$ cat src/tmcc_pkg.sv
// package: constants and types for the channel mode control block
package tmcc_pkg;
  localparam logic [7:0]  OFF_STAT    = 8'h04;
  localparam logic [7:0]  OFF_MODE12  = 8'h18;
  localparam logic [7:0]  OFF_MODE34  = 8'h1c;
  localparam logic [7:0]  OFF_CMP1    = 8'h34;
  localparam logic [7:0]  CHAN_RST    = 8'h00;
  localparam logic [15:0] CMP_RST     = 16'h0000;
  localparam logic [1:0]  LOCK_FULL   = 2'h3;
  localparam logic [1:0]  SEL_OUT     = 2'h0;
  localparam logic [1:0]  SEL_OWN     = 2'h1;
  localparam logic [1:0]  SEL_PAIR    = 2'h2;
  localparam logic [1:0]  SEL_TRG     = 2'h3;
  localparam logic [1:0]  RESP_OKAY   = 2'h0;
  localparam logic [1:0]  RESP_SLVERR = 2'h2;
  localparam int          FAST_CYC    = 3;
  localparam int          CMP_W       = 16;

  typedef enum logic [2:0] {
    OM_FREEZE = 3'b000,
    OM_ACT    = 3'b001,
    OM_INACT  = 3'b010,
    OM_TOGGLE = 3'b011,
    OM_FLOW   = 3'b100,
    OM_FHIGH  = 3'b101,
    OM_PWM1   = 3'b110,
    OM_PWM2   = 3'b111
  } tmcc_mode_t;

  // output view of one channel byte
  typedef struct packed {
    logic       clr;
    tmcc_mode_t mode;
    logic       pre;
    logic       fast;
    logic [1:0] sel;
  } tmcc_och_t;

  // input view of one channel byte
  typedef struct packed {
    logic [3:0] filt;
    logic [1:0] psc;
    logic [1:0] sel;
  } tmcc_ich_t;

  // sample divider mask and sample count
  typedef struct packed {
    logic [4:0] mask;
    logic [3:0] n;
  } tmcc_flt_t;
endpackage : tmcc_pkg

$ cat src/tmcc_top.sv
// channel mode control: compare reference, input filter, capture divider, bus slave
`timescale 1ns/1ps
module tmcc_top (
  input  wire logic                     CLK,
  input  wire logic                     RST_N,
  input  wire logic [7:0]               S_AXI_AWADDR,
  input  wire logic                     S_AXI_AWVALID,
  output logic                          S_AXI_AWREADY,
  input  wire logic [31:0]              S_AXI_WDATA,
  input  wire logic [3:0]               S_AXI_WSTRB,
  input  wire logic                     S_AXI_WVALID,
  output logic                          S_AXI_WREADY,
  output logic [1:0]                    S_AXI_BRESP,
  output logic                          S_AXI_BVALID,
  input  wire logic                     S_AXI_BREADY,
  input  wire logic [7:0]               S_AXI_ARADDR,
  input  wire logic                     S_AXI_ARVALID,
  output logic                          S_AXI_ARREADY,
  output logic [31:0]                   S_AXI_RDATA,
  output logic [1:0]                    S_AXI_RRESP,
  output logic                          S_AXI_RVALID,
  input  wire logic                     S_AXI_RREADY,
  input  wire logic [tmcc_pkg::CMP_W-1:0] COUNTER_VALUE,
  input  wire logic                     COUNT_DOWN,
  input  wire logic                     UPDATE_EVT,
  input  wire logic                     TRIGGER_EDGE,
  input  wire logic                     EXT_TRIGGER_FILTERED,
  input  wire logic                     INTERNAL_TRIGGER_IN,
  input  wire logic                     PIN_IN_A,
  input  wire logic                     PIN_IN_B,
  input  wire logic                     PIN_IN_C,
  input  wire logic                     PIN_IN_D,
  input  wire logic [3:0]               CHAN_ENABLE,
  input  wire logic [1:0]               LOCK_LEVEL,
  output logic [3:0]                    OUT_REFERENCE,
  output logic [3:0]                    CAPTURE_EVT
);
  localparam int CW = tmcc_pkg::CMP_W;
  localparam int TD = tmcc_pkg::FAST_CYC - 1;

  logic [7:0]    mode_reg   [4];
  logic [7:0]    mode_next  [4];
  logic [CW-1:0] shadow_reg [4];
  logic [CW-1:0] shadow_next[4];
  logic [CW-1:0] active_reg [4];
  logic [CW-1:0] active_next[4];
  logic [3:0]    fcnt_reg   [4];
  logic [3:0]    fcnt_next  [4];
  logic [2:0]    pcnt_reg   [4];
  logic [2:0]    pcnt_next  [4];
  logic [3:0]    ref_reg, ref_next, match_reg, match_next;
  logic [3:0]    flt_reg, flt_next, cap_reg, cap_next;
  logic [3:0]    sync1_reg, sync2_reg;
  logic [TD-1:0] trig_reg, trig_next;
  logic [4:0]    div_reg, div_next;
  logic          aw_full_reg, aw_full_next, w_full_reg, w_full_next;
  logic [7:0]    awaddr_reg, awaddr_next;
  logic [31:0]   wdata_reg, wdata_next, rdata_reg, rdata_next, rd_word;
  logic [3:0]    wstrb_reg, wstrb_next;
  logic          bvalid_reg, bvalid_next, rvalid_reg, rvalid_next;
  logic [1:0]    bresp_reg, bresp_next, rresp_reg, rresp_next;
  logic          wr_go, wr_hit, rd_hit;

  function automatic logic [7:0] wr_mode(input logic [7:0] old, input logic [7:0] nw,
                                         input logic en, input logic [1:0] lock);
    tmcc_pkg::tmcc_och_t o;
    tmcc_pkg::tmcc_och_t r;
    o = tmcc_pkg::tmcc_och_t'(old);
    r = tmcc_pkg::tmcc_och_t'(nw);
    if (en) begin
      r.sel = o.sel;
    end
    if (lock == tmcc_pkg::LOCK_FULL && o.sel == tmcc_pkg::SEL_OUT) begin
      r.mode = o.mode;
      r.pre  = o.pre;
    end
    return r;
  endfunction : wr_mode

  function automatic tmcc_pkg::tmcc_flt_t flt_cfg(input logic [3:0] c);
    tmcc_pkg::tmcc_flt_t f;
    f = '{5'h00, 4'h1};
    case (c)
      4'h1: f = '{5'h00, 4'h2};
      4'h2: f = '{5'h00, 4'h4};
      4'h3: f = '{5'h00, 4'h8};
      4'h4: f = '{5'h01, 4'h6};
      4'h5: f = '{5'h01, 4'h8};
      4'h6: f = '{5'h03, 4'h6};
      4'h7: f = '{5'h03, 4'h8};
      4'h8: f = '{5'h07, 4'h6};
      4'h9: f = '{5'h07, 4'h8};
      4'ha: f = '{5'h0f, 4'h5};
      4'hb: f = '{5'h0f, 4'h6};
      4'hc: f = '{5'h0f, 4'h8};
      4'hd: f = '{5'h1f, 4'h5};
      4'he: f = '{5'h1f, 4'h6};
      4'hf: f = '{5'h1f, 4'h8};
      default: f = '{5'h00, 4'h1};
    endcase
    return f;
  endfunction : flt_cfg

  assign S_AXI_AWREADY = !aw_full_reg;
  assign S_AXI_WREADY  = !w_full_reg;
  assign S_AXI_BVALID  = bvalid_reg;
  assign S_AXI_BRESP   = bresp_reg;
  assign S_AXI_ARREADY = !rvalid_reg;
  assign S_AXI_RVALID  = rvalid_reg;
  assign S_AXI_RDATA   = rdata_reg;
  assign S_AXI_RRESP   = rresp_reg;
  assign OUT_REFERENCE = ref_reg;
  assign CAPTURE_EVT   = cap_reg;
  assign wr_go = aw_full_reg && w_full_reg && !bvalid_reg;

  // bus slave and register file
  always_comb begin
    aw_full_next = aw_full_reg;
    w_full_next  = w_full_reg;
    awaddr_next  = awaddr_reg;
    wdata_next   = wdata_reg;
    wstrb_next   = wstrb_reg;
    bvalid_next  = bvalid_reg;
    bresp_next   = bresp_reg;
    rvalid_next  = rvalid_reg;
    rdata_next   = rdata_reg;
    rresp_next   = rresp_reg;
    mode_next    = mode_reg;
    shadow_next  = shadow_reg;
    active_next  = active_reg;
    wr_hit       = 1'b0;
    rd_hit       = 1'b1;
    rd_word      = 32'h0000_0000;
    if (S_AXI_AWVALID && !aw_full_reg) begin
      aw_full_next = 1'b1;
      awaddr_next  = S_AXI_AWADDR;
    end
    if (S_AXI_WVALID && !w_full_reg) begin
      w_full_next = 1'b1;
      wdata_next  = S_AXI_WDATA;
      wstrb_next  = S_AXI_WSTRB;
    end
    for (int i = 0; i < 4; i++) begin
      if (UPDATE_EVT && mode_reg[i][3]) begin
        active_next[i] = shadow_reg[i];
      end
    end
    if (wr_go) begin
      aw_full_next = 1'b0;
      w_full_next  = 1'b0;
      bvalid_next  = 1'b1;
      for (int i = 0; i < 4; i++) begin
        if (awaddr_reg == (i < 2 ? tmcc_pkg::OFF_MODE12 : tmcc_pkg::OFF_MODE34)) begin
          wr_hit = 1'b1;
          if (wstrb_reg[i % 2]) begin
            mode_next[i] = wr_mode(mode_reg[i], wdata_reg[8*(i%2) +: 8],
                                   CHAN_ENABLE[i], LOCK_LEVEL);
          end
        end
        if (awaddr_reg == tmcc_pkg::OFF_CMP1 + 8'(4 * i)) begin
          wr_hit = 1'b1;
          shadow_next[i] = {wstrb_reg[1] ? wdata_reg[15:8] : shadow_reg[i][15:8],
                            wstrb_reg[0] ? wdata_reg[7:0] : shadow_reg[i][7:0]};
          if (!mode_reg[i][3]) begin
            active_next[i] = shadow_next[i];
          end
        end
      end
      bresp_next = wr_hit ? tmcc_pkg::RESP_OKAY : tmcc_pkg::RESP_SLVERR;
    end else if (bvalid_reg && S_AXI_BREADY) begin
      bvalid_next = 1'b0;
    end
    case (S_AXI_ARADDR)
      tmcc_pkg::OFF_MODE12: rd_word = {16'h0000, mode_reg[1], mode_reg[0]};
      tmcc_pkg::OFF_MODE34: rd_word = {16'h0000, mode_reg[3], mode_reg[2]};
      tmcc_pkg::OFF_STAT:   rd_word = {24'h00_0000, flt_reg, ref_reg};
      default:              rd_hit = 1'b0;
    endcase
    for (int i = 0; i < 4; i++) begin
      if (S_AXI_ARADDR == tmcc_pkg::OFF_CMP1 + 8'(4 * i)) begin
        rd_hit  = 1'b1;
        rd_word = {16'h0000, shadow_reg[i]};
      end
    end
    if (S_AXI_ARVALID && !rvalid_reg) begin
      rvalid_next = 1'b1;
      rdata_next  = rd_word;
      rresp_next  = rd_hit ? tmcc_pkg::RESP_OKAY : tmcc_pkg::RESP_SLVERR;
    end else if (rvalid_reg && S_AXI_RREADY) begin
      rvalid_next = 1'b0;
    end
  end

  // compare reference generation
  always_comb begin
    tmcc_pkg::tmcc_och_t o;
    logic eq;
    logic lt;
    logic gt;
    o          = '0;
    eq         = 1'b0;
    lt         = 1'b0;
    gt         = 1'b0;
    trig_next  = TD'({trig_reg, TRIGGER_EDGE});
    ref_next   = ref_reg;
    match_next = match_reg;
    for (int i = 0; i < 4; i++) begin
      o  = tmcc_pkg::tmcc_och_t'(mode_reg[i]);
      eq = COUNTER_VALUE == active_reg[i];
      lt = COUNTER_VALUE < active_reg[i];
      gt = COUNTER_VALUE > active_reg[i];
      match_next[i] = eq;
      case (o.mode)
        tmcc_pkg::OM_FREEZE: ref_next[i] = ref_reg[i];
        tmcc_pkg::OM_ACT:    ref_next[i] = eq ? 1'b1 : ref_reg[i];
        tmcc_pkg::OM_INACT:  ref_next[i] = eq ? 1'b0 : ref_reg[i];
        tmcc_pkg::OM_TOGGLE: ref_next[i] = ref_reg[i] ^ (eq && !match_reg[i]);
        tmcc_pkg::OM_FLOW:   ref_next[i] = 1'b0;
        tmcc_pkg::OM_FHIGH:  ref_next[i] = 1'b1;
        tmcc_pkg::OM_PWM1:   ref_next[i] = COUNT_DOWN ? !gt : lt;
        tmcc_pkg::OM_PWM2:   ref_next[i] = COUNT_DOWN ? gt : !lt;
        default:             ref_next[i] = ref_reg[i];
      endcase
      if (o.fast && o.mode[2:1] == 2'b11 && trig_reg[TD-1]) begin
        ref_next[i] = o.mode[0];
      end
      if (o.clr && EXT_TRIGGER_FILTERED) begin
        ref_next[i] = 1'b0;
      end
    end
  end

  // input selection, filter and capture divider
  always_comb begin
    tmcc_pkg::tmcc_ich_t c;
    tmcc_pkg::tmcc_flt_t f;
    logic raw;
    logic rise;
    c         = '0;
    f         = '0;
    raw       = 1'b0;
    rise      = 1'b0;
    div_next  = div_reg + 5'h01;
    flt_next  = flt_reg;
    fcnt_next = fcnt_reg;
    pcnt_next = pcnt_reg;
    cap_next  = 4'h0;
    for (int i = 0; i < 4; i++) begin
      c = tmcc_pkg::tmcc_ich_t'(mode_reg[i]);
      f = flt_cfg(c.filt);
      case (c.sel)
        tmcc_pkg::SEL_OWN:  raw = sync2_reg[i];
        tmcc_pkg::SEL_PAIR: raw = sync2_reg[i ^ 1];
        tmcc_pkg::SEL_TRG:  raw = INTERNAL_TRIGGER_IN;
        default:            raw = 1'b0;
      endcase
      if (c.filt == 4'h0) begin
        flt_next[i]  = raw;
        fcnt_next[i] = 4'h0;
      end else if ((div_reg & f.mask) == 5'h00) begin
        if (raw == flt_reg[i]) begin
          fcnt_next[i] = 4'h0;
        end else if (fcnt_reg[i] + 4'h1 >= f.n) begin
          flt_next[i]  = raw;
          fcnt_next[i] = 4'h0;
        end else begin
          fcnt_next[i] = fcnt_reg[i] + 4'h1;
        end
      end
      rise = flt_next[i] && !flt_reg[i];
      if (!CHAN_ENABLE[i]) begin
        pcnt_next[i] = 3'h0;
      end else if (c.sel != tmcc_pkg::SEL_OUT && rise) begin
        if (pcnt_reg[i] == 3'((4'h1 << c.psc) - 4'h1)) begin
          pcnt_next[i] = 3'h0;
          cap_next[i]  = 1'b1;
        end else begin
          pcnt_next[i] = pcnt_reg[i] + 3'h1;
        end
      end
    end
  end

  always_ff @(posedge CLK) begin
    sync1_reg <= {PIN_IN_D, PIN_IN_C, PIN_IN_B, PIN_IN_A};
    sync2_reg <= sync1_reg;
    if (!RST_N) begin
      aw_full_reg <= 1'b0;
      w_full_reg  <= 1'b0;
      awaddr_reg  <= 8'h00;
      wdata_reg   <= 32'h0000_0000;
      wstrb_reg   <= 4'h0;
      bvalid_reg  <= 1'b0;
      bresp_reg   <= tmcc_pkg::RESP_OKAY;
      rvalid_reg  <= 1'b0;
      rdata_reg   <= 32'h0000_0000;
      rresp_reg   <= tmcc_pkg::RESP_OKAY;
      ref_reg     <= 4'h0;
      match_reg   <= 4'h0;
      flt_reg     <= 4'h0;
      cap_reg     <= 4'h0;
      trig_reg    <= '0;
      div_reg     <= 5'h00;
      for (int i = 0; i < 4; i++) begin
        mode_reg[i]   <= tmcc_pkg::CHAN_RST;
        shadow_reg[i] <= tmcc_pkg::CMP_RST;
        active_reg[i] <= tmcc_pkg::CMP_RST;
        fcnt_reg[i]   <= 4'h0;
        pcnt_reg[i]   <= 3'h0;
      end
    end else begin
      aw_full_reg <= aw_full_next;
      w_full_reg  <= w_full_next;
      awaddr_reg  <= awaddr_next;
      wdata_reg   <= wdata_next;
      wstrb_reg   <= wstrb_next;
      bvalid_reg  <= bvalid_next;
      bresp_reg   <= bresp_next;
      rvalid_reg  <= rvalid_next;
      rdata_reg   <= rdata_next;
      rresp_reg   <= rresp_next;
      ref_reg     <= ref_next;
      match_reg   <= match_next;
      flt_reg     <= flt_next;
      cap_reg     <= cap_next;
      trig_reg    <= trig_next;
      div_reg     <= div_next;
      mode_reg    <= mode_next;
      shadow_reg  <= shadow_next;
      active_reg  <= active_next;
      fcnt_reg    <= fcnt_next;
      pcnt_reg    <= pcnt_next;
    end
  end

  // checks on channel 1
  tmcc_pkg::tmcc_och_t om0;
  assign om0 = tmcc_pkg::tmcc_och_t'(mode_reg[0]);
endmodule : tmcc_top

$ cat config.mk
export PLATFORM = sky130hd
export DESIGN_NAME = tmcc_top
export DESIGN_NICKNAME = d
export VERILOG_FILES = /design/src/tmcc_pkg.sv /design/src/tmcc_top.sv
export SDC_FILE = /design/constraint.sdc
export NUM_CORES = 1
export LEC_CHECK = 0
export ABC_AREA = 0
export CAP_MARGIN = 20
export CELL_PAD_IN_SITES_DETAIL_PLACEMENT = 0
export CELL_PAD_IN_SITES_GLOBAL_PLACEMENT = 1
export CORE_AREA = 2 2 232 177
export CTS_CLUSTER_DIAMETER = 60
export DETAILED_ROUTE_END_ITERATION = 8
export DIE_AREA = 0 0 234 179
export DONT_BUFFER_PORTS = 1
export GPL_ROUTABILITY_DRIVEN = 0
export PLACE_DENSITY = 0.67
export SETUP_SLACK_MARGIN = 0.15
export SYNTH_ARGS = -nofsm -noshare
export SYNTH_HDL_FRONTEND = slang
export SYNTH_SLANG_ARGS = --single-unit
export TNS_END_PERCENT = 20
$ cat constraint.sdc
create_clock -name CLK -period 6.6 [get_ports CLK]
set_input_delay 0.99 -clock CLK [delete_from_list [all_inputs] [get_ports CLK]]
set_output_delay 0.99 -clock CLK [all_outputs]
set_load 0.03 [all_outputs]
==> summary.md, run 1 <==
| Metric | Value |
|---|---|
| Multiplexer area fraction after synthesis | `8.52%` |
| CP Cell Sequence | `inv_1, ha_1, nor2b_1, a211oi_1, a21oi_1, ha_1, nand2b_1, a21oi_1, o21a_1, o31ai_2, a21boi_0, o21ba_2` |
| Port bufs | `0` |
| P_leak | `0.00581 µW` |
| First-pass DRT Iterations | `5` |
| VDD IR max | `0.000199 V` |
| Final period util | `55.5%` |
| Core area | `0.0400 mm²` |
| Critical path startpoint category | `register` |
| # Post-CTS Setup Buffers | `0` |
| Area Overhead vs Synth | `8.25%` |
| DRC | `0` |
| Synthesis-stage register bit count | `267` |
| Mapped Area | `0.0156 mm²` |
| Max Clock Skew | `0.0319 ns` |
| Tot GR Track Use | `25.2%` |
| DR iter-0 viols | `1148` |
| Async set-reset flop share out of synthesis | `0%` |
| Syn avg cell area | `8.35 µm²` |
| Hold Fails Final Rpt | `0` |
| Tightest Hold Check Type | `register to register` |
| Top FF cell, synth | `dfxtp_1` |
| Vias in the first global route | `12608` |
| Routed Antenna Nets | `0` |
| CP max stage cell | `o31ai_2` |
| Post-synthesis sequential area ratio | `34.2%` |
| DR WL/cell | `22.7 µm` |
| Clk_lat worst skew | `0.60 ns` |
| Initial antenna violation count | `0` |
| Root Driver | `clkbuf_16` |
| Worst slew pin tran | `1.08 ns` |
| Synth cell types | `82` |
| First-pass GRT wire length | `80100 µm` |
| # fillers | `3976` |
| YS warnings | `0` |
| Place WS | `3.06 ns` |
| Starting Density | `39.1%` |
| Fin crit period | `3.66 ns` |
| Post-synth EDFFs | `0` |
| Total die area | `0.0419 mm²` |
| I/O pin cnt | `139` |
| Post-Syn Instances | `1870` |
| WP data arrival | `4.16 ns` |
| Largest family of logic cells by synthesized area | `compound AO/OA/AOI/OAI gates` |
| Vias per std cell | `5.85` |
| Final setup fails | `0` |
| Compound-Gate Fraction of Synth Area | `21.0%` |
| Critical Path End Type | `register` |
| CP delay by family, top | `compound AO/OA/AOI/OAI gates` |
| Multi-input logic area | `0.00930 mm²` |
| Maximum clock path buffer count | `3` |
| Fmax | `0.273 GHz` |
| XOR/XNOR Fraction of Synth Area | `1.12%` |
| TritonCTS Sinks | `267` |
| Worst-path maximum fanout | `9` |
| Power after layout | `3760 µW` |
| Final slew viol count | `0` |
| Post-Synth Adder-Cell Area | `9.37%` |
| Reg area | `0.00535 mm²` |
| Slew HR | `27.9%` |
| CTS H-tree lvls | `1` |
| Simple-gate share of the synthesized area | `18.9%` |
| Post_cts resized | `0` |
| Global route overflow | `0` |
| Num CTS Buffers | `31` |
| DP Wirelength | `39000 µm` |
| Vias | `13787` |
| CTS Hold Bufs | `0` |
| Buf+Inv Stages, Crit Path | `1` |
| Routed WL | `53400 µm` |
| CTS tree | `done` |
| Layout cells sized above 1 | `7.06%` |
| Largest net degree at the start of global routing | `111` |
| Row Count | `64` |
| Nets | `2012` |
| Max_cap viols | `0` |
| Clk pin slew, worst setup/hold paths | `0.06 ns` |
| Run status | `finished clean` |
| Worst EP required | `7.10 ns` |
| Die Y-Extent | `179 µm` |
| Die W | `234 µm` |
| Worst setup path class | `register to register` |
| P per Cell Area | `222 mW/mm²` |
| Crit-path max cell delay | `0.78 ns` |
| Final setup margin | `2.94 ns` |
| Unrepaired setup endpoints after global routing | `no` |
| Setup total negative slack | `0 ns` |
-- power by group --
group | total [µW] | internal (µW) | switching (µW)
combinational | 210 | 70.6 | 140
clock | 1840 | 1100 | 742
sequential | 1700 | 1640 | 67.4
-- synthesized netlist by cell type, types with 12 or more instances --
cell type    n  share of area [%]
a2111oi_0   19                1.1
a211oi_1    62                3.0
a21o_1      16               0.77
a21oi_1    150                4.8
a31oi_1     19               0.76
and3_1      23               0.92
buf_4       22                1.1
clkbuf_1    90                2.2
dfxtp_1    267                 34
ha_1       117                9.4
inv_1       96                2.3
mux2i_1    125                8.0
nand2_1    174                4.2
nand3_1     49                1.6
nand4_1     24               0.96
nor2_1     179                4.3
nor2b_1     21               0.84
nor3_1      58                1.9
nor4_1      14               0.56
o21ai_0     83                2.7
o22ai_1     23               0.92
xnor2_1     12               0.67
-- worst paths after layout --
kind / startpoint / endpoint / slack [ns] / depth (start not counted)
min: sync1_reg[2] / sync2_reg[2] / 0.33 / 0
max reg2reg: mode_reg[5] / pcnt_reg[1] / 2.94 / 12
min reg2reg: sync1_reg[2] / sync2_reg[2] / 0.33 / 0
max: mode_reg[5] / pcnt_reg[1] / 2.94 / 12
-- cells by family (layout without fill, tap and decap cells) --
family | count (synthesis) | after routing
simple gates | 611 | 611
compound gates | 490 | 490
flops | 267 | 267
buf+inv | 232 | 173
mux | 132 | 132
fa+ha+maj | 117 | 117
xor+xnor | 20 | 20
other cells | 1 | 19
-- layer usage --
metal  vias up  track usage, %  routed length, µm  share of wire, %
met2       467            36.6              22100                41
met3        70            3.44               3220               6.0
li1       6622               -                  -                 -
met1      6628            38.7              26900                50
met5         -               0                  0                 0
met4         0            6.20               1290               2.4
-- stage by stage --
stage | util [%] | instance area, µm² | hold slack (ns) | instances
after global placement | 39.6 | 15800 | 0.315 | 2298
after global routing | 42.3 | 16900 | 0.336 | 2356
final | 42.3 | 16900 | 0.330 | 2357
after floorplan | - | 15700 | 0.310 | 1887
after CTS | 42.3 | 16900 | 0.331 | 2354
after detailed placement | 39.6 | 15800 | 0.321 | 2298
-- worst register-to-register path, stage by stage, from the launching register on --
cell and delay [ns]:
dfxtp_1 0.63, inv_1 0.20, ha_1 0.28, nor2b_1 0.15, a211oi_1 0.25, a21oi_1 0.09
ha_1 0.31, nand2b_1 0.10, a21oi_1 0.06, o21a_1 0.24, o31ai_2 0.78, a21boi_0 0.23
o21ba_2 0.25
-- layout make-up --
class,instances,share of cell area [%]
Antenna cell,1,0.0148
Clock buffer,39,5.00
Clock inverter,17,1.38
Inverter,96,2.16
Multi-Input combinational cell,1388,55.0
Sequential cell,267,31.6
Tap cell,528,3.91
Timing Repair Buffer,21,0.918
-- placed cells by master, fill, tap and decap left out, drive strengths merged, types with 7 or more instances in the layout --
| cell | n |
|---|---|
| a2111oi | 25 |
| a211oi | 62 |
| a21o | 16 |
| a21oi | 151 |
| a221oi | 15 |
| a22oi | 11 |
| a31oi | 19 |
| a32oi | 9 |
| and2 | 11 |
| and3 | 23 |
| buf | 20 |
| clkbuf | 40 |
| clkinv | 8 |
| conb | 18 |
| dfxtp | 267 |
| ha | 117 |
| inv | 98 |
| mux2 | 7 |
| mux2i | 125 |
| nand2 | 174 |
| nand2b | 9 |
| nand3 | 50 |
| nand3b | 7 |
| nand4 | 26 |
| nor2 | 181 |
| nor2b | 21 |
| nor3 | 62 |
| nor4 | 16 |
| o211ai | 11 |
| o21a | 11 |
| o21ai | 83 |
| o22ai | 23 |
| o31ai | 8 |
| or3 | 8 |
| xnor2 | 12 |
| xor2 | 8 |
Power figures use the tool's default switching activity.
==> run 2, diff against run 1 <==
--- a/config.mk
+++ b/config.mk
@@ -15,7 +15,7 @@
 export DIE_AREA = 0 0 234 179
 export DONT_BUFFER_PORTS = 1
 export GPL_ROUTABILITY_DRIVEN = 0
-export PLACE_DENSITY = 0.67
+export PLACE_DENSITY = 0.7
 export SETUP_SLACK_MARGIN = 0.15
 export SYNTH_ARGS = -nofsm -noshare
 export SYNTH_HDL_FRONTEND = slang
==> constraint.sdc (replaced) <==
create_clock -name CLK -period 3.2 [get_ports CLK]
set_input_delay 0.48 -clock CLK [delete_from_list [all_inputs] [get_ports CLK]]
set_output_delay 0.48 -clock CLK [all_outputs]
set_load 0.03 [all_outputs]
==> run 2 against run 1 <==
Net effect:
- sequential share of layout area decreased by 0.74 points
- routed wire length is 2.3% higher
- combinational power rose by 120%
- total power up 110%
- utilization rose by 1.0 points
- global-route usage up 0.66 points
- setup slack lost 2.5 ns
- largest power group unchanged
==> summary.md, run 2 (synthesis results as in run 1) <==
| Metric | Value |
|---|---|
| Fmax | `0.356 GHz (+30%)` |
| I/O pin cnt | `139 (unchanged)` |
| Num CTS Buffers | `34 (+9.7%)` |
| P_leak | `0.00605 µW (+4.1%)` |
| Switching power | `2010 µW (+110%)` |
| CTS tree | `done` |
| Worst setup path class | `register to register` |
| Crit-path max cell delay | `0.86 ns (+0.08 ns)` |
| Worst-path maximum fanout | `5 (-4)` |
| Seq pwr share | `43.8% (-1.5 points)` |
| Port bufs | `0 (unchanged)` |
| Clock share of power | `50.5% (+1.4 points)` |
| Sw Share | `25.0% (-0.25 points)` |
| Clk pin slew, worst setup/hold paths | `0.06 ns (about the same)` |
| DRC | `0 (unchanged)` |
| Tot GR Track Use | `25.9% (+0.66 points)` |
| Nets | `2050 (+1.9%)` |
| Most frequent cells in the layout | `267 x dfxtp_1, 178 x nor2_1, 174 x nand2_1` |
| Area Overhead vs Synth | `10.8%` |
| Clk_lat worst skew | `0.53 ns (-0.07 ns)` |
| CP Cell Sequence | `inv_1, ha_1, nand4_1, nor4_1, o211ai_1, a211oi_1, o2bb2ai_1` |
| Max_cap viols | `0 (unchanged)` |
| WP data arrival | `3.22 ns (-0.94 ns)` |
| Die W | `234 µm (unchanged)` |
| # Post-CTS Setup Buffers | `0 (unchanged)` |
| TritonCTS Sinks | `267 (unchanged)` |
| Row Count | `64 (unchanged)` |
| Die Y-Extent | `179 µm (unchanged)` |
| Most common cell after layout, fill and taps aside | `dfxtp_1` |
| DR WL/cell | `22.8 µm (+0.56%)` |
| Root Driver | `clkbuf_16` |
| Worst slew pin tran | `1.07 ns (-0.00951 ns)` |
| Final period util | `87.8% (+32 points)` |
| Design area | `0.0173 mm² (+2.4%)` |
| Total die area | `0.0419 mm² (unchanged)` |
| Largest net degree at the start of global routing | `66 (-41%)` |
| Power Internal | `6020 µW (+110%)` |
| CP max stage cell | `nor4_1` |
| First-pass DRT Iterations | `8 (+3)` |
| Layout cells sized above 1 | `8.84% (+1.8 points)` |
| Worst EP required | `3.61 ns (-3.49 ns)` |
| P per Cell Area | `464 mW/mm² (+110%)` |
| Starting Density | `39.1% (unchanged)` |
| Worst Reg-to-Reg Cells | `7 (-5)` |
| First-pass GRT wire length | `81500 µm (+1.8%)` |
| VDD IR max | `0.000427 V (+110%)` |
| Final slew viol count | `0 (unchanged)` |
| Placed Area | `0.0161 mm² (+1.7%)` |
| Routed WL | `54700 µm (+2.3%)` |
| Global route overflow | `0 (unchanged)` |
| Vias | `14069 (+2.0%)` |
| Vias in the first global route | `12971 (+2.9%)` |
| Max Clock Skew | `0.0138 ns (-0.0181 ns)` |
| Logic pwr share | `5.7% (about the same)` |
| CTS H-tree lvls | `2 (+1)` |
| Hold Fails Final Rpt | `0 (unchanged)` |
| Fin crit period | `2.81 ns (-0.852 ns)` |
| Tightest Hold Check Type | `input pin to register` |
| Unrepaired setup endpoints after global routing | `no` |
| Critical Path End Type | `register` |
| Final setup fails | `0 (unchanged)` |
| Routed Antenna Nets | `0 (unchanged)` |
| Initial antenna violation count | `0 (unchanged)` |
| DP Wirelength | `40100 µm (+2.9%)` |
| Critical path startpoint category | `register` |
| DR iter-0 viols | `1455 (+27%)` |
| Maximum clock path buffer count | `3 (unchanged)` |
| Reg-to-reg slack, setup | `0.39 ns (-2.55 ns)` |
| Core area | `0.0400 mm² (unchanged)` |
| Run status | `finished clean` |
| Slew HR | `28.5% (+0.63 points)` |
| Hold path cells | `1 (+1)` |
| Vias per std cell | `5.87 (+0.34%)` |
| Setup total negative slack | `0 ns (unchanged)` |
==> run 2: path summary, 6_finish.rpt <==
kind	startpoint	to
setup reg to reg	active_reg[45]	OUT_REFERENCE[1]
hold reg to reg	sync1_reg[2]	sync2_reg[2]
setup / recovery	active_reg[45]	OUT_REFERENCE[1]
hold / removal	S_AXI_RREADY	S_AXI_RVALID
==> run 2: worst max-delay path, delay by kind of cell (launching register included) <==
family          cells  cell delay [ns]
flops               1             0.39
fa+ha+maj           1             0.30
buf+inv             1             0.09
simple gates        2             1.20
compound gates      3             0.71
==> run 2: per-stage QoR <==
| stage | util, % | hold slack [ns] | power (µW) | worst slack, ns | cells |
|---|---|---|---|---|---|
| after floorplan | - | 0.310 | 3920 | 0.567 | 1887 |
| after global placement | 40.2 | 0.316 | 4020 | 0.443 | 2330 |
| after detailed placement | 40.2 | 0.314 | 4030 | 0.418 | 2330 |
| after CTS | 43.3 | 0.0358 | 8080 | 0.403 | 2394 |
| after global routing | 43.3 | 0.0605 | 8270 | 0.180 | 2395 |
| final | 43.3 | 0.0569 | 8030 | 0.389 | 2397 |
==> run 2: layer usage <==
| metal | up-vias | global-route usage (%) | part of all wire (%) |
|---|---|---|---|
| met3 | 76 | 4.87 | 8.1 |
| met4 | 0 | 6.51 | 2.2 |
| met2 | 580 | 37.5 | 41 |
| met5 | - | 0 | 0 |
| li1 | 6687 | - | - |
| met1 | 6726 | 38.9 | 49 |
==> run 2: power groups by stage <==
stage / registers [µW] / logic (µW) / clock network, µW
after floorplan: 3510 / 413 / 0
after global placement: 3590 / 437 / 0
after detailed placement: 3590 / 448 / 0
after CTS: 3510 / 454 / 4120
after global routing: 3520 / 506 / 4240
final: 3510 / 458 / 4050
==> run 2: final cells by class <==
type / instances / area, µm²
flip-flops and latches: 267 / 5350
clock inverters: 14 / 161
fillers: 3905 / 22600
clock buffers: 46 / 1020
multi-input cells: 1388 / 9300
inverters: 96 / 365
diodes: 2 / 5.00
repair buffers: 56 / 455
well taps: 528 / 661
==> run 2: what timing repair did <==
| item | in CTS | in global routing |
|---|---|---|
| resized for setup | 0 | 1 |
| endpoints found under the setup margin | 0 | 2 |
| hold endpoints to repair | 4 | 0 |
| hold buffers | 4 | 0 |
==> run 3, diff against run 2 <==
--- a/config.mk
+++ b/config.mk
@@ -5,17 +5,17 @@
 export SDC_FILE = /design/constraint.sdc
 export NUM_CORES = 1
 export LEC_CHECK = 0
-export ABC_AREA = 0
+export ABC_AREA = 1
 export CAP_MARGIN = 20
 export CELL_PAD_IN_SITES_DETAIL_PLACEMENT = 0
 export CELL_PAD_IN_SITES_GLOBAL_PLACEMENT = 1
-export CORE_AREA = 2 2 232 177
+export CORE_AREA = 2 2 229 175
 export CTS_CLUSTER_DIAMETER = 60
 export DETAILED_ROUTE_END_ITERATION = 8
-export DIE_AREA = 0 0 234 179
+export DIE_AREA = 0 0 231 177
 export DONT_BUFFER_PORTS = 1
 export GPL_ROUTABILITY_DRIVEN = 0
-export PLACE_DENSITY = 0.7
+export PLACE_DENSITY = 0.73
 export SETUP_SLACK_MARGIN = 0.15
 export SYNTH_ARGS = -nofsm -noshare
 export SYNTH_HDL_FRONTEND = slang
==> run 3 against run 2 <==
Net effect:
- routed wire length fell by 8.7%
- largest cell class unchanged
- design area shrank 2.9%
- first-iteration DRC count fell by 17%
- setup slack lost 0.0013 ns
- register-to-register slack about the same
- sequential share of layout area increased by 0.93 points
- die area is 2.4% lower
- non-clock buffer count is 26 lower
==> summary.md, run 3 <==
| Metric | Value |
|---|---|
| CTS H-tree lvls | `2 (unchanged)` |
| Area Overhead vs Synth | `9.77%` |
| Worst-path maximum fanout | `7 (+2)` |
| YS warnings | `0 (unchanged)` |
| Top FF cell, synth | `dfxtp_1` |
| Largest net degree at the start of global routing | `200 (+200%)` |
| Vias per std cell | `5.35 (-8.9%)` |
| Maximum clock path buffer count | `3 (unchanged)` |
| Starting Density | `39.5% (+0.41 points)` |
| Synthesis-stage register bit count | `267 (unchanged)` |
| Post-Syn Instances | `2202 (+18%)` |
| Clock share of power | `49.1% (-1.4 points)` |
| Sw Share | `25.0% (-0.042 points)` |
| Synth top area share | `34.9% (+0.67 points)` |
| Slew HR | `30.6% (+2.0 points)` |
| DP Wirelength | `36900 µm (-7.9%)` |
| Power Internal | `5750 µW (-4.5%)` |
| Unrepaired setup endpoints after global routing | `yes` |
| Hold Fails Final Rpt | `0 (unchanged)` |
| Multi-input logic area | `0.00836 mm² (-10%)` |
| Number of diodes | `0 (-2)` |
| Logic pwr share | `5.9% (+0.2 points)` |
| Post-synthesis sequential area ratio | `34.9% (+0.67 points)` |
| Fmax | `0.356 GHz (about the same)` |
| Synth cell types | `50 (-39%)` |
| I/O pin cnt | `139 (unchanged)` |
| Most common cell after layout, fill and taps aside | `nand2_1` |
| P_leak | `0.00662 µW (+9.4%)` |
| Routed Antenna Nets | `0 (unchanged)` |
| Placed Area | `0.0157 mm² (-2.3%)` |
| Area leader, netlist | `dfxtp_1` |
| CTS tree | `done` |
| Mapped Area | `0.0153 mm² (-1.9%)` |
| First-pass GRT wire length | `77300 µm (-5.1%)` |
| Core area | `0.0388 mm² (-2.9%)` |
| Total die area | `0.0409 mm² (-2.4%)` |
| Vias | `14532 (+3.3%)` |
| Critical Path End Type | `register` |
| Most frequent cell after synthesis | `nand2_1` |
| Setup total negative slack | `0 ns (unchanged)` |
| Initial antenna violation count | `2 (+2)` |
| DR iter-0 viols | `1210 (-17%)` |
| P per Cell Area | `456 mW/mm² (-1.7%)` |
| Async set-reset flop share out of synthesis | `0% (unchanged)` |
| Clk_lat worst skew | `0.53 ns (about the same)` |
| TritonCTS Sinks | `267 (unchanged)` |
| Fin crit period | `2.81 ns (+0.00127 ns)` |
| Global route overflow | `0 (unchanged)` |
| Run status | `finished clean` |
| # fillers | `4101 (+5.0%)` |
| Row Count | `63 (-1.6%)` |
| Routed WL | `49900 µm (-8.7%)` |
| Most frequent cells after synthesis | `354 x nand2_1, 296 x inv_1, 292 x o21ai_0` |
| Tightest Hold Check Type | `input pin to register` |
| Tot GR Track Use | `24.3% (-1.6 points)` |
| Num CTS Buffers | `34 (unchanged)` |
| DR WL/cell | `18.4 µm (-19%)` |
| Final setup fails | `0 (unchanged)` |
| Seq pwr share | `45.0% (+1.2 points)` |
| VDD IR max | `0.000319 V (-25%)` |
| Die Y-Extent | `177 µm (-1.1%)` |
| Layout cells sized above 1 | `5.23% (-3.6 points)` |
| Clk pin slew, worst setup/hold paths | `0.06 ns (about the same)` |
| Final period util | `87.9% (about the same)` |
| Die W | `231 µm (-1.3%)` |
| Most frequent cells in the layout | `354 x nand2_1, 295 x inv_1, 292 x o21ai_0` |
| Design area | `0.0168 mm² (-2.9%)` |
| Port bufs | `0 (unchanged)` |
| WP data arrival | `3.24 ns (+0.02 ns)` |
| Syn avg cell area | `6.96 µm² (-17%)` |
| DRC | `0 (unchanged)` |
| Max_cap viols | `0 (unchanged)` |
| Post-synth EDFFs | `0 (unchanged)` |
| Max Clock Skew | `0.0280 ns (+0.0142 ns)` |
| Vias in the first global route | `13657 (+5.3%)` |
| Worst EP required | `3.63 ns (+0.02 ns)` |
| Switching power | `1910 µW (-4.7%)` |
| Nets | `2383 (+16%)` |
| Worst setup path class | `register to register` |
| Root Driver | `clkbuf_16` |
| Final slew viol count | `0 (unchanged)` |
| Worst slew pin tran | `1.02 ns (-0.0469 ns)` |
| First-pass DRT Iterations | `5 (-3)` |
| Reg area | `0.00535 mm² (about the same)` |
| Critical path startpoint category | `register` |
| Synth top area cells | `dfxtp_1 35%, ha_1 9.6%, o21ai_0 9.5%, nand2_1 8.7%, a21oi_1 8.1%` |
-- run 3: cell types whose count changed in the layout (fill, tap and decap cells not counted), moves of 23 or more --
cell | previous run | this run
a211oi_1 | 62 | 28
a21oi_1 | 150 | 249
and3_1 | 23 | 0
buf_4 | 50 | 26
inv_1 | 95 | 295
mux2i_1 | 125 | 1
nand2_1 | 174 | 354
nand3_1 | 49 | 90
nor3_1 | 57 | 18
o21ai_0 | 82 | 292
-- run 3: worst paths after layout --
path,from,endpoint,depth (start not counted),slack (ns)
worst max-delay path,mode_reg[5],pcnt_reg[0],13,0.39
worst min-delay path,TRIGGER_EDGE,trig_reg[0],2,0.05
worst max register to register,mode_reg[5],pcnt_reg[0],13,0.39
worst min register to register,sync1_reg[3],sync2_reg[3],0,0.33
-- run 3: logic make-up (layout without fill, tap and decap cells) --
| group | Yosys count | in the layout | share of synthesized area (%) |
|---|---|---|---|
| AO/OA/AOI/OAI | 669 | 669 | 23.6 |
| adder cells (fa/ha/maj) | 117 | 117 | 9.56 |
| XOR/XNOR | 23 | 23 | 1.32 |
| AND/OR/NAND/NOR | 706 | 706 | 19.4 |
| other | 1 | 18 | 0.0245 |
| flip-flops | 267 | 267 | 34.9 |
| multiplexers | 5 | 5 | 0.359 |
| buffers and inverters | 414 | 392 | 10.9 |
-- run 3: routing by layer --
metal  vias to the layer above  share of wire (%)  GRT usage [%]
li1                       7270                  -              -
met1                      6724                 46           33.3
met2                       453                 44           38.4
met3                        83                7.0           4.57
met4                         2                2.8           8.01
met5                         -              0.022              0
-- run 3: cell type report --
class	count	area share [%]
Multi-Input combinational cell	1538	49.8
Clock inverter	14	0.796
Inverter	305	6.81
Sequential cell	267	31.8
Timing Repair Buffer	30	1.40
Tap cell	520	3.87
Clock buffer	43	5.57
-- run 3: metrics by stage --
step                      power (µW)  hold WS [ns]  setup slack [ns]  cells  util, %
after floorplan                 3870         0.310             0.782   2219        -
after global placement          3960         0.311             0.478   2656     40.5
after detailed placement        3970         0.313             0.429   2656     40.5
after CTS                       7730        0.0335             0.418   2717     43.3
after global routing            7930        0.0401             0.144   2717     43.4
final                           7660        0.0537             0.388   2717     43.4
-- run 3: worst max-delay path, cell delays in order, from the launching register on --
cell and delay, ns:
dfxtp_1 0.44, inv_1 0.18, ha_1 0.31, o21ai_0 0.23, a21oi_1 0.08, a211o_1 0.23
ha_1 0.32, a21oi_1 0.16, nand3_1 0.13, nand3_1 0.09, nand2_1 0.13, nand2_1 0.16
xor2_1 0.18, nor2_1 0.05
-- run 3: power by group through the flow --
stage               sequential [µW]  combinational, µW  clock (µW)
global route                   3450                516        3970
detailed placement             3520                447           0
floorplan                      3500                372           0
finish                         3450                454        3760
global placement               3520                440           0
CTS                            3450                453        3830
-- run 3: what timing repair did --
item / CTS / global route
resized for setup: 0 / 3
setup buffers: 0 / 0
hold buffers: 4 / 0
endpoints found under the setup margin: 0 / 6
endpoints found under the hold margin: 4 / 0
